## src/logic/irq_sel_defines.svh

```systemverilog
// Purpose: offsets, field positions and reset values of the interrupt source selector
// Assumes: 32-bit registers, one aligned word each, byte addressed
// Notes:   definitions only, shared by the selector and its helpers
`ifndef IRQ_SEL_DEFINES_SVH
`define IRQ_SEL_DEFINES_SVH

// register byte addresses
`define ADDR_SEL_HIGH    32'h019C0000
`define ADDR_SEL_LOW     32'h019C0004
`define ADDR_EXT_POL     32'h019C0008
`define ADDR_IRQ_STATUS  32'h019C0010
`define ADDR_IRQ_ENABLE  32'h019C0014
`define ADDR_IRQ_CLEAR   32'h019C0018

// selector field layout, same in both select registers
`define SEL_WIDTH        5
`define SEL_FIELD_LSB0   0
`define SEL_FIELD_LSB1   5
`define SEL_FIELD_LSB2   10
`define SEL_FIELD_LSB3   16
`define SEL_FIELD_LSB4   21
`define SEL_FIELD_LSB5   26
`define SEL_USED_MASK    32'h7FFF7FFF
`define POL_USED_MASK    32'h0000000F

// selector defaults for cpu inputs 4 to 15
`define SEL_RST_IN4      5'h04
`define SEL_RST_IN5      5'h05
`define SEL_RST_IN6      5'h06
`define SEL_RST_IN7      5'h07
`define SEL_RST_IN8      5'h08
`define SEL_RST_IN9      5'h09
`define SEL_RST_IN10     5'h03
`define SEL_RST_IN11     5'h0A
`define SEL_RST_IN12     5'h0B
`define SEL_RST_IN13     5'h00
`define SEL_RST_IN14     5'h01
`define SEL_RST_IN15     5'h02

// other reset values
`define RST_CPU_IRQ      16'h0001
`define RST_POLARITY     4'h0
`define RST_IRQ_BITS     12'h000
`define RST_RDATA        32'h00000000

`endif

```

## src/logic/irq_sel_pkg.sv

```systemverilog
// Purpose: types of the interrupt source selector
// Assumes: constants live in irq_sel_defines.svh
// Notes:   no timing constants, the block has no timed behaviour
package irq_sel_pkg;
  // bus handshake states, one bit so the path is trivially gray
  typedef enum logic [0:0] {
    BUS_IDLE = 1'b0,
    BUS_ACK  = 1'b1
  } bus_state_t;
  typedef logic [4:0]         sel_code_t;  // one selector field
  typedef sel_code_t [11:0]   sel_bank_t;  // lane 0 is cpu input 4
endpackage : irq_sel_pkg

```

## src/logic/pin_sync.sv

```systemverilog
// Purpose: two-flop synchroniser for pins entering the ref_clk domain
// Assumes: synchronous active-low reset
// Notes:   the first stage feeds only the second stage
`timescale 1ns/10ps
module pin_sync #(
  parameter int W = 1
) (
  // clock and reset
  input  wire  logic         ref_clk,
  input  wire  logic         rst_b,
  // pins in, synchronised levels out
  input  wire  logic [W-1:0] pin_in,
  output logic       [W-1:0] pin_out
);
  logic [W-1:0] meta_q;  // metastable stage
  logic [W-1:0] meta_d;
  logic [W-1:0] out_d;

  // next values
  always_comb begin
    meta_d  = pin_in;
    out_d   = meta_q;
  end

  // registers only
  always_ff @(posedge ref_clk) begin
    if (!rst_b) begin
      meta_q  <= '0;
      pin_out <= '0;
    end else begin
      meta_q  <= meta_d;
      pin_out <= out_d;
    end
  end
endmodule : pin_sync

```

## src/logic/irq_event_mux.sv

```systemverilog
// Purpose: routes one of 32 event sources to each selectable cpu lane
// Assumes: sources are levels on ref_clk; reserved codes carry a zero source
// Notes:   purely combinational, the caller registers the result
`timescale 1ns/10ps
module irq_event_mux
  import irq_sel_pkg::*;
#(
  parameter int LANES = 12
) (
  // source vector indexed by selector code
  input  wire  logic [31:0]      src,
  // selector codes, lane 0 first
  input  wire  sel_code_t [LANES-1:0] sel,
  // selected events
  output logic [LANES-1:0]       lane_out
);
  // pick the source that a code names
  function automatic logic pick(input logic [31:0] s, input sel_code_t c);
    pick = s[c];
  endfunction : pick

  // each lane follows its own code
  always_comb begin
    for (int i = 0; i < LANES; i++) begin
      lane_out[i] = pick(src, sel[i]);
    end
  end
endmodule : irq_event_mux

```

## src/logic/cpu_interrupt_source_selector.sv

```systemverilog
// Purpose: selects the event that drives each cpu interrupt input, with an Avalon-MM register port
// Assumes: peripheral events are ref_clk levels; nmi and external pins are asynchronous
// Notes:   inputs 0..3 are fixed, 4..15 follow their selector field
// Contract
// - sixteen prioritized cpu inputs, zero is reset
// - inputs zero to three fixed, unmaskable
// - inputs four to fifteen follow selected source
// - selector codes written into high/low registers
// - low register fields feed inputs four-nine
// - high register fields feed inputs ten-fifteen
// - selector fields reset to default sources
// - lower codes map host, timers, pins, dma
// - upper codes map serial, video, audio, others
// - polarity register inverts external pins four-seven
`timescale 1ns/10ps
`include "irq_sel_defines.svh"
module cpu_interrupt_source_selector
  import irq_sel_pkg::*;
(
  // clock and reset
  input  wire  logic        ref_clk,
  input  wire  logic        rst_b,
  // avalon-mm slave
  input  wire  logic [31:0] address,
  input  wire  logic        read,
  input  wire  logic        write,
  input  wire  logic [31:0] writedata,
  input  wire  logic [3:0]  byteenable,
  output logic       [31:0] readdata,
  output logic              waitrequest,
  // asynchronous pins
  input  wire  logic        nmi_pin,
  input  wire  logic        external_pin_irq_4,
  input  wire  logic        external_pin_irq_5,
  input  wire  logic        external_pin_irq_6,
  input  wire  logic        external_pin_irq_7,
  // peripheral events on ref_clk
  input  wire  logic        host_to_cpu_irq,
  input  wire  logic        timer_zero_irq,
  input  wire  logic        timer_one_irq,
  input  wire  logic        timer_two_irq,
  input  wire  logic        refresh_timer_irq,
  input  wire  logic        gpio_irq_4,
  input  wire  logic        gpio_irq_5,
  input  wire  logic        gpio_irq_6,
  input  wire  logic        gpio_irq_7,
  input  wire  logic        gpio_irq_zero,
  input  wire  logic        dma_completion_irq,
  input  wire  logic        emulation_dma_event,
  input  wire  logic        emulation_exchange_rx,
  input  wire  logic        emulation_exchange_tx,
  input  wire  logic        serial0_transmit_irq,
  input  wire  logic        serial0_receive_irq,
  input  wire  logic        serial1_transmit_irq,
  input  wire  logic        serial1_receive_irq,
  input  wire  logic        twowire_bus_irq,
  input  wire  logic        ethernet_mgmt_irq,
  input  wire  logic        video_port0_irq,
  input  wire  logic        video_port1_irq,
  input  wire  logic        video_port2_irq,
  input  wire  logic        audio_transmit_irq,
  input  wire  logic        audio_receive_irq,
  // towards the cpu and the system
  output logic       [15:0] cpu_irq,
  output logic              irq
);

  // state
  bus_state_t   st_q,     st_d;      // bus handshake
  sel_bank_t    sel_q,    sel_d;     // selector fields, lane 0 is input 4
  logic [3:0]   pol_q,    pol_d;     // external pin polarity
  logic [11:0]  status_q, status_d;  // sticky lane rises
  logic [11:0]  en_q,     en_d;      // interrupt enables
  logic [31:0]  rdata_d;             // next read data
  logic         wait_d;              // next waitrequest
  logic [15:0]  cpu_irq_d;           // next cpu lanes
  logic         irq_d;               // next interrupt level
  logic [11:0]  clr_mask;            // write-one-to-clear bits this cycle
  logic [11:0]  rise;                // lane rising edges
  logic [31:0]  be_m;                // byte enables as a bit mask
  logic [31:0]  wr_img;              // select register image after a write
  logic [31:0]  wr_msk;              // writable bits of this write
  int           wr_base;             // first lane of the addressed register

  // sources
  logic [4:0]   pin_s;               // synchronised nmi and external pins
  logic [3:0]   pin_src;             // gpio or corrected external pin
  logic [31:0]  src;                 // source vector by selector code
  logic [11:0]  sel_out;             // selected events

  // field lsb inside a select register
  function automatic int field_lsb(input int j);
    case (j)
      0:       field_lsb = `SEL_FIELD_LSB0;
      1:       field_lsb = `SEL_FIELD_LSB1;
      2:       field_lsb = `SEL_FIELD_LSB2;
      3:       field_lsb = `SEL_FIELD_LSB3;
      4:       field_lsb = `SEL_FIELD_LSB4;
      default: field_lsb = `SEL_FIELD_LSB5;
    endcase
  endfunction : field_lsb

  // pack six lanes from base into a register image, gaps read zero
  function automatic logic [31:0] pack6(input sel_bank_t b, input int base);
    logic [31:0] r;
    r = '0;
    for (int j = 0; j < 6; j++) begin
      r[field_lsb(j) +: `SEL_WIDTH] = b[base + j];
    end
    pack6 = r;
  endfunction : pack6

  // byte enables as a bit mask
  function automatic logic [31:0] be_mask(input logic [3:0] be);
    be_mask = {{8{be[3]}}, {8{be[2]}}, {8{be[1]}}, {8{be[0]}}};
  endfunction : be_mask

  // default bank after reset
  function automatic sel_bank_t default_bank();
    default_bank = {`SEL_RST_IN15, `SEL_RST_IN14, `SEL_RST_IN13, `SEL_RST_IN12,
                    `SEL_RST_IN11, `SEL_RST_IN10, `SEL_RST_IN9,  `SEL_RST_IN8,
                    `SEL_RST_IN7,  `SEL_RST_IN6,  `SEL_RST_IN5,  `SEL_RST_IN4};
  endfunction : default_bank

  // pins cross into ref_clk before anything looks at them
  pin_sync #(
    .W (5)
  ) u_pin_sync (
    .ref_clk (ref_clk),
    .rst_b   (rst_b),
    .pin_in  ({external_pin_irq_7, external_pin_irq_6, external_pin_irq_5, external_pin_irq_4, nmi_pin}),
    .pin_out (pin_s)
  );

  // pin sources: polarity applied before the selector, gpio shares the code
  always_comb begin
    for (int i = 0; i < 4; i++) begin
      pin_src[i] = (pin_s[i+1] ^ pol_q[i]);
    end
    pin_src = pin_src | {gpio_irq_7, gpio_irq_6, gpio_irq_5, gpio_irq_4};
  end

  // source vector by code; reserved codes carry zero
  always_comb begin
    src     = '0;
    src[0]  = host_to_cpu_irq;
    src[1]  = timer_zero_irq;
    src[2]  = timer_one_irq;
    src[3]  = refresh_timer_irq;
    src[7:4] = pin_src;
    src[8]  = dma_completion_irq;
    src[9]  = emulation_dma_event;
    src[10] = emulation_exchange_rx;
    src[11] = emulation_exchange_tx;
    src[12] = serial0_transmit_irq;
    src[13] = serial0_receive_irq;
    src[14] = serial1_transmit_irq;
    src[15] = serial1_receive_irq;
    src[16] = gpio_irq_zero;
    src[19] = timer_two_irq;
    src[22] = twowire_bus_irq;
    src[24] = ethernet_mgmt_irq;
    src[25] = video_port0_irq;
    src[26] = video_port1_irq;
    src[27] = video_port2_irq;
    src[28] = audio_transmit_irq;
    src[29] = audio_receive_irq;
  end

  // selectable lanes follow their field
  irq_event_mux #(
    .LANES (12)
  ) u_mux (
    .src      (src),
    .sel      (sel_q),
    .lane_out (sel_out)
  );

  // bus handshake and register next values
  always_comb begin
    st_d     = st_q;
    wait_d   = 1'b1;
    rdata_d  = readdata;
    sel_d    = sel_q;
    pol_d    = pol_q;
    en_d     = en_q;
    clr_mask = '0;
    be_m     = be_mask(byteenable);
    wr_img   = '0;
    wr_msk   = '0;
    wr_base  = 0;
    case (st_q)
      BUS_IDLE: begin
        // take the request, answer one cycle later
        if (read || write) begin
          st_d   = BUS_ACK;
          wait_d = 1'b0;
          if (read) begin
            if (address == `ADDR_SEL_HIGH) begin
              rdata_d = pack6(sel_q, 6);
            end else if (address == `ADDR_SEL_LOW) begin
              rdata_d = pack6(sel_q, 0);
            end else if (address == `ADDR_EXT_POL) begin
              rdata_d = {28'h0000000, pol_q};
            end else if (address == `ADDR_IRQ_STATUS) begin
              rdata_d = {20'h00000, status_q};
            end else if (address == `ADDR_IRQ_ENABLE) begin
              rdata_d = {20'h00000, en_q};
            end else begin
              rdata_d = `RST_RDATA;   // clear register and unmapped read zero
            end
          end
        end
      end
      BUS_ACK: begin
        // the write lands on the edge where waitrequest is seen low
        st_d = BUS_IDLE;
        if (write) begin
          if (address == `ADDR_SEL_HIGH || address == `ADDR_SEL_LOW) begin
            wr_base = (address == `ADDR_SEL_HIGH) ? 6 : 0;
            wr_msk  = be_m & `SEL_USED_MASK;
            wr_img  = (pack6(sel_q, wr_base) & ~wr_msk) | (writedata & wr_msk);
            for (int j = 0; j < 6; j++) begin
              sel_d[wr_base + j] = wr_img[field_lsb(j) +: `SEL_WIDTH];
            end
          end else if (address == `ADDR_EXT_POL) begin
            if (byteenable[0]) begin
              pol_d = writedata[3:0];
            end
          end else if (address == `ADDR_IRQ_ENABLE) begin
            en_d = (en_q & ~be_m[11:0]) | (writedata[11:0] & be_m[11:0]);
          end else if (address == `ADDR_IRQ_CLEAR) begin
            clr_mask = writedata[11:0] & be_m[11:0];
          end
        end
      end
      default: st_d = BUS_IDLE;
    endcase
  end

  // lanes, sticky status and interrupt level
  always_comb begin
    cpu_irq_d = {sel_out, 2'b00, pin_s[0], 1'b0};
    rise      = sel_out & ~cpu_irq[15:4];
    status_d  = (status_q & ~clr_mask) | rise;  // a rise beats a clear in the same cycle
    irq_d     = |(status_q & en_q);
  end

  // registers only; every output is a flop
  always_ff @(posedge ref_clk) begin
    if (!rst_b) begin
      st_q        <= BUS_IDLE;
      waitrequest <= 1'b1;
      readdata    <= `RST_RDATA;
      sel_q       <= default_bank();
      pol_q       <= `RST_POLARITY;
      status_q    <= `RST_IRQ_BITS;
      en_q        <= `RST_IRQ_BITS;
      cpu_irq     <= `RST_CPU_IRQ;
      irq         <= 1'b0;
    end else begin
      st_q        <= st_d;
      waitrequest <= wait_d;
      readdata    <= rdata_d;
      sel_q       <= sel_d;
      pol_q       <= pol_d;
      status_q    <= status_d;
      en_q        <= en_d;
      cpu_irq     <= cpu_irq_d;
      irq         <= irq_d;
    end
  end
endmodule : cpu_interrupt_source_selector

```

## config.mk

```make
export PLATFORM = sky130hd
export DESIGN_NAME = cpu_interrupt_source_selector
export DESIGN_NICKNAME = d
export VERILOG_FILES = /design/src/logic/irq_sel_pkg.sv /design/src/logic/pin_sync.sv /design/src/logic/irq_event_mux.sv /design/src/logic/cpu_interrupt_source_selector.sv
export VERILOG_INCLUDE_DIRS = /design/src /design/src/logic
export SDC_FILE = /design/constraint.sdc
export NUM_CORES = 1
export LEC_CHECK = 0
export ABC_AREA = 1
export BUFFER_PORTS_ARGS = -buffer_cell sky130_fd_sc_hd__buf_2
export CAP_MARGIN = 20
export CORE_ASPECT_RATIO = 1.4
export CORE_MARGIN = 4
export CORE_UTILIZATION = 50
export DETAILED_ROUTE_END_ITERATION = 7
export GPL_ROUTABILITY_DRIVEN = 0
export GPL_TIMING_DRIVEN = 0
export PLACE_DENSITY = 0.7
export SYNTH_ARGS = -nofsm -noshare
export SYNTH_HDL_FRONTEND = slang
export SYNTH_SLANG_ARGS = --single-unit
```

## constraint.sdc

```tcl
create_clock -name ref_clk -period 2.67 [get_ports ref_clk]
set_input_delay 0.534 -clock ref_clk [delete_from_list [all_inputs] [get_ports ref_clk]]
set_output_delay 0.534 -clock ref_clk [all_outputs]
set_load 0.05 [all_outputs]
```

==> flow_metrics.tcl <==
set metrics [dict create \
    final_common_cell "nand2_1" \
    placementRows 60 \
    cts_root_buf "clkbuf_16" \
    total_power_mw 5.380 \
    end_kind "flip-flop" \
    skew_ns 0.01033 \
    ys_top_cells_by_area "dfxtp_1 29%, nand2_1 18%, inv_1 9.1%" \
    reg2reg_depth 12 \
    slew_viol_final 0 \
    synth_top_area_share_pct 29.21 \
    r2r_slack_ns 0.09 \
    synthCells 1659 \
    worstSetupStartpoint "pol_q[2]" \
    tns_ns 0 \
    final-seq-area_um2 2903 \
    clk_path_buf_depth 2 \
    layout_common_cells "480 x nand2_1, 242 x inv_1, 175 x a21oi_1" \
    yosysTopAreaCell "dfxtp_1" \
    drt-initial-drc-count 1390 \
    multiInputGateArea_um2 5697 \
    hold_path.class "in2reg" \
    p_per_area_nw_per_um2 467.2 \
    dr.pass1.iters 6 \
    ys_seq_area_share_pct 29.21 \
    cts-resized-gates 0 \
    antenna_left 0 \
    coreArea_um2 19370 \
    wire_per_inst_um 19.88 \
    die_area_um2 22230 \
    vias_per_cell 5.797 \
    min_period_over_period_pct 96.76 \
    start_util_pct 51.31 \
    area_delta_synth_final_pct 15.88 \
    path_class "reg2reg" \
    cp_num_cells 12 \
    setup_viol 0 \
    ys_ff_latch 145 \
    p_leak_nw 5.720 \
    worstPathCellList "inv_1, nand2_1, nand3b_1, inv_1, clkbuf_1, a21oi_1, nand3_1, nand3_1, nand2_1, nand2_1, nand3_1, nand2_1" \
    layout-drive-gt1-share_pct 13.89 \
    irDropWorstVdd_mv 0.4382 \
    rsz0062_at_grt "false" \
    gr-total-overflow 0 \
    htree_levels 4 \
    crit_buf_inv 3 \
    grt_pass1_wl_um 62530 \
    yosysWarnings 0 \
    reg2reg_to "status_q[9]" \
    cts_buffers 17 \
    rr_startpoint "pol_q[2]" \
    cp.required_ns 3.02 \
    drt_wl_total_um 41280 \
    max_slew_margin_pct 26.00 \
    cts_tree "done" \
    crit_end "status_q[9]" \
    ys_types 46 \
    hpwl_um 30920 \
    die_h_um 174.8 \
    grt_max_degree 17 \
    io_buffers 135 \
    num_antenna_cells 0 \
    clock.fmax_mhz 387.1 \
    critical_path_arrival_ns 2.93 \
    route.detailed.drc 0 \
    grt_usage_pct 36.63 \
    cp_common_cell "nand2_1" \
    io_pins 152 \
    critPathLaunchType "flip-flop" \
    antenna_found_initial 2 \
    placed_cell_area_um2 10940 \
    tightest_slew_ns 1.106 \
    die_w_um 127.2 \
    status "complete, no violations" \
    netlist_area_um2 9938 \
    path_delay_family "simple AND/OR/NAND/NOR gates" \
    slowest_delay_ns 0.55 \
    finalCriticalPeriod_ns 2.584 \
    cts_setup_buffers 0 \
    cap_violations 0 \
    vias 12040 \
    fill_cells 1998 \
    worst-path-max-fanout 10 \
    slowest_stage "clkbuf_1" \
    layout.nets 1918 \
    cts_hold_buf 0 \
    final_area_um2 11520 \
    final-hold-violation-count 0 \
    path_clk_slew_ns 0.07 \
    syn_area_per_cell_um2 5.991 \
    clkSinkCount 145 \
    first_global_vias 11460 \
    clkLatencyLatePin_ns 0.45 \
]
-- routing by layer --
layer	up-vias	global-route usage [%]	share of wire, %
met4	4	33.50	11
li1	5673	-	-
met1	5311	39.84	34
met5	-	0	0.053
met3	276	9.358	11
met2	771	57.71	44
-- through the flow --
step | hold WS (ns) | instances | utilization [%] | worst slack (ns)
after floorplan | 0.3905 | 1662 | - | 0.8676
after detailed placement | 0.3974 | 2045 | 56.46 | 0.1585
after global placement | 0.3906 | 2045 | 56.46 | 0.1844
final | 0.2631 | 2076 | 59.46 | 0.08646
after CTS | 0.2687 | 2076 | 59.46 | 0.4144
after global routing | 0.2764 | 2076 | 59.46 | 0.04418
-- cell type report --
cell class | count | area share, %
plain buffers | 74 | 3.455
clock buffers | 18 | 3.814
clock inverters | 13 | 1.228
inverters | 251 | 8.268
multi-input cells | 1192 | 49.47
flip-flops and latches | 145 | 25.21
well taps | 248 | 2.694
repair buffers | 135 | 5.867
-- cell usage after synthesis, drive strengths merged --
cell       n
o211ai    10
nor2     150
buf       37
o21a       1
inv      245
o21ai    122
mux2i      6
nand3b     6
nand2    490
dfxtp    145
and2      10
a22oi     14
a31oi      1
nor4       1
nand3    110
nand4     39
a22o       2
nor3      18
clkbuf    37
o22ai     10
a221oi     3
conb       1
o221ai     2
clkinv     6
a21oi    181
o2111ai   12
-- kinds of logic after synthesis --
group,Yosys count,synth area share [%]
other,1,0.03773
multiplexers,6,0.6043
flip-flops,145,29.21
AND/OR/NAND/NOR,824,35.97
buffers and inverters,325,13.58
AO/OA/AOI/OAI,358,20.60
-- power by group --
| group | total [mW] | internal [mW] | switching, mW |
|---|---|---|---|
| Sequential | 2.24 | 2.21 | 0.0310 |
| Combinational | 0.682 | 0.179 | 0.503 |
| Clock | 2.46 | 1.34 | 1.12 |
-- state kept, by name, summed over array words and instances (netlist names), named ones only --
signal,flops
waitrequest,1
readdata,30
sel_q,60
pol_q,4
irq,1
st_q,1
cpu_irq,14
status_q,12
u_pin_sync.pin_out,5
u_pin_sync.meta_q,5
-- worst min-delay path by stage --
| stage | startpoint | end | cells past startpoint |
|---|---|---|---|
| global route | external_pin_irq_5 | u_pin_sync.meta_q[2] | 3 |
| floorplan | u_pin_sync.pin_out[0] | cpu_irq[1] | 2 |
| detailed placement | u_pin_sync.pin_out[0] | cpu_irq[1] | 2 |
| global placement | u_pin_sync.meta_q[4] | u_pin_sync.pin_out[4] | 2 |
| CTS | external_pin_irq_5 | u_pin_sync.meta_q[2] | 3 |
| finish | external_pin_irq_5 | u_pin_sync.meta_q[2] | 3 |
-- worst min-delay path: stages --
cell     delay [ns]
buf_2          0.08
nand2_1        0.04
inv_1          0.04
Power figures use the tool's default switching activity.
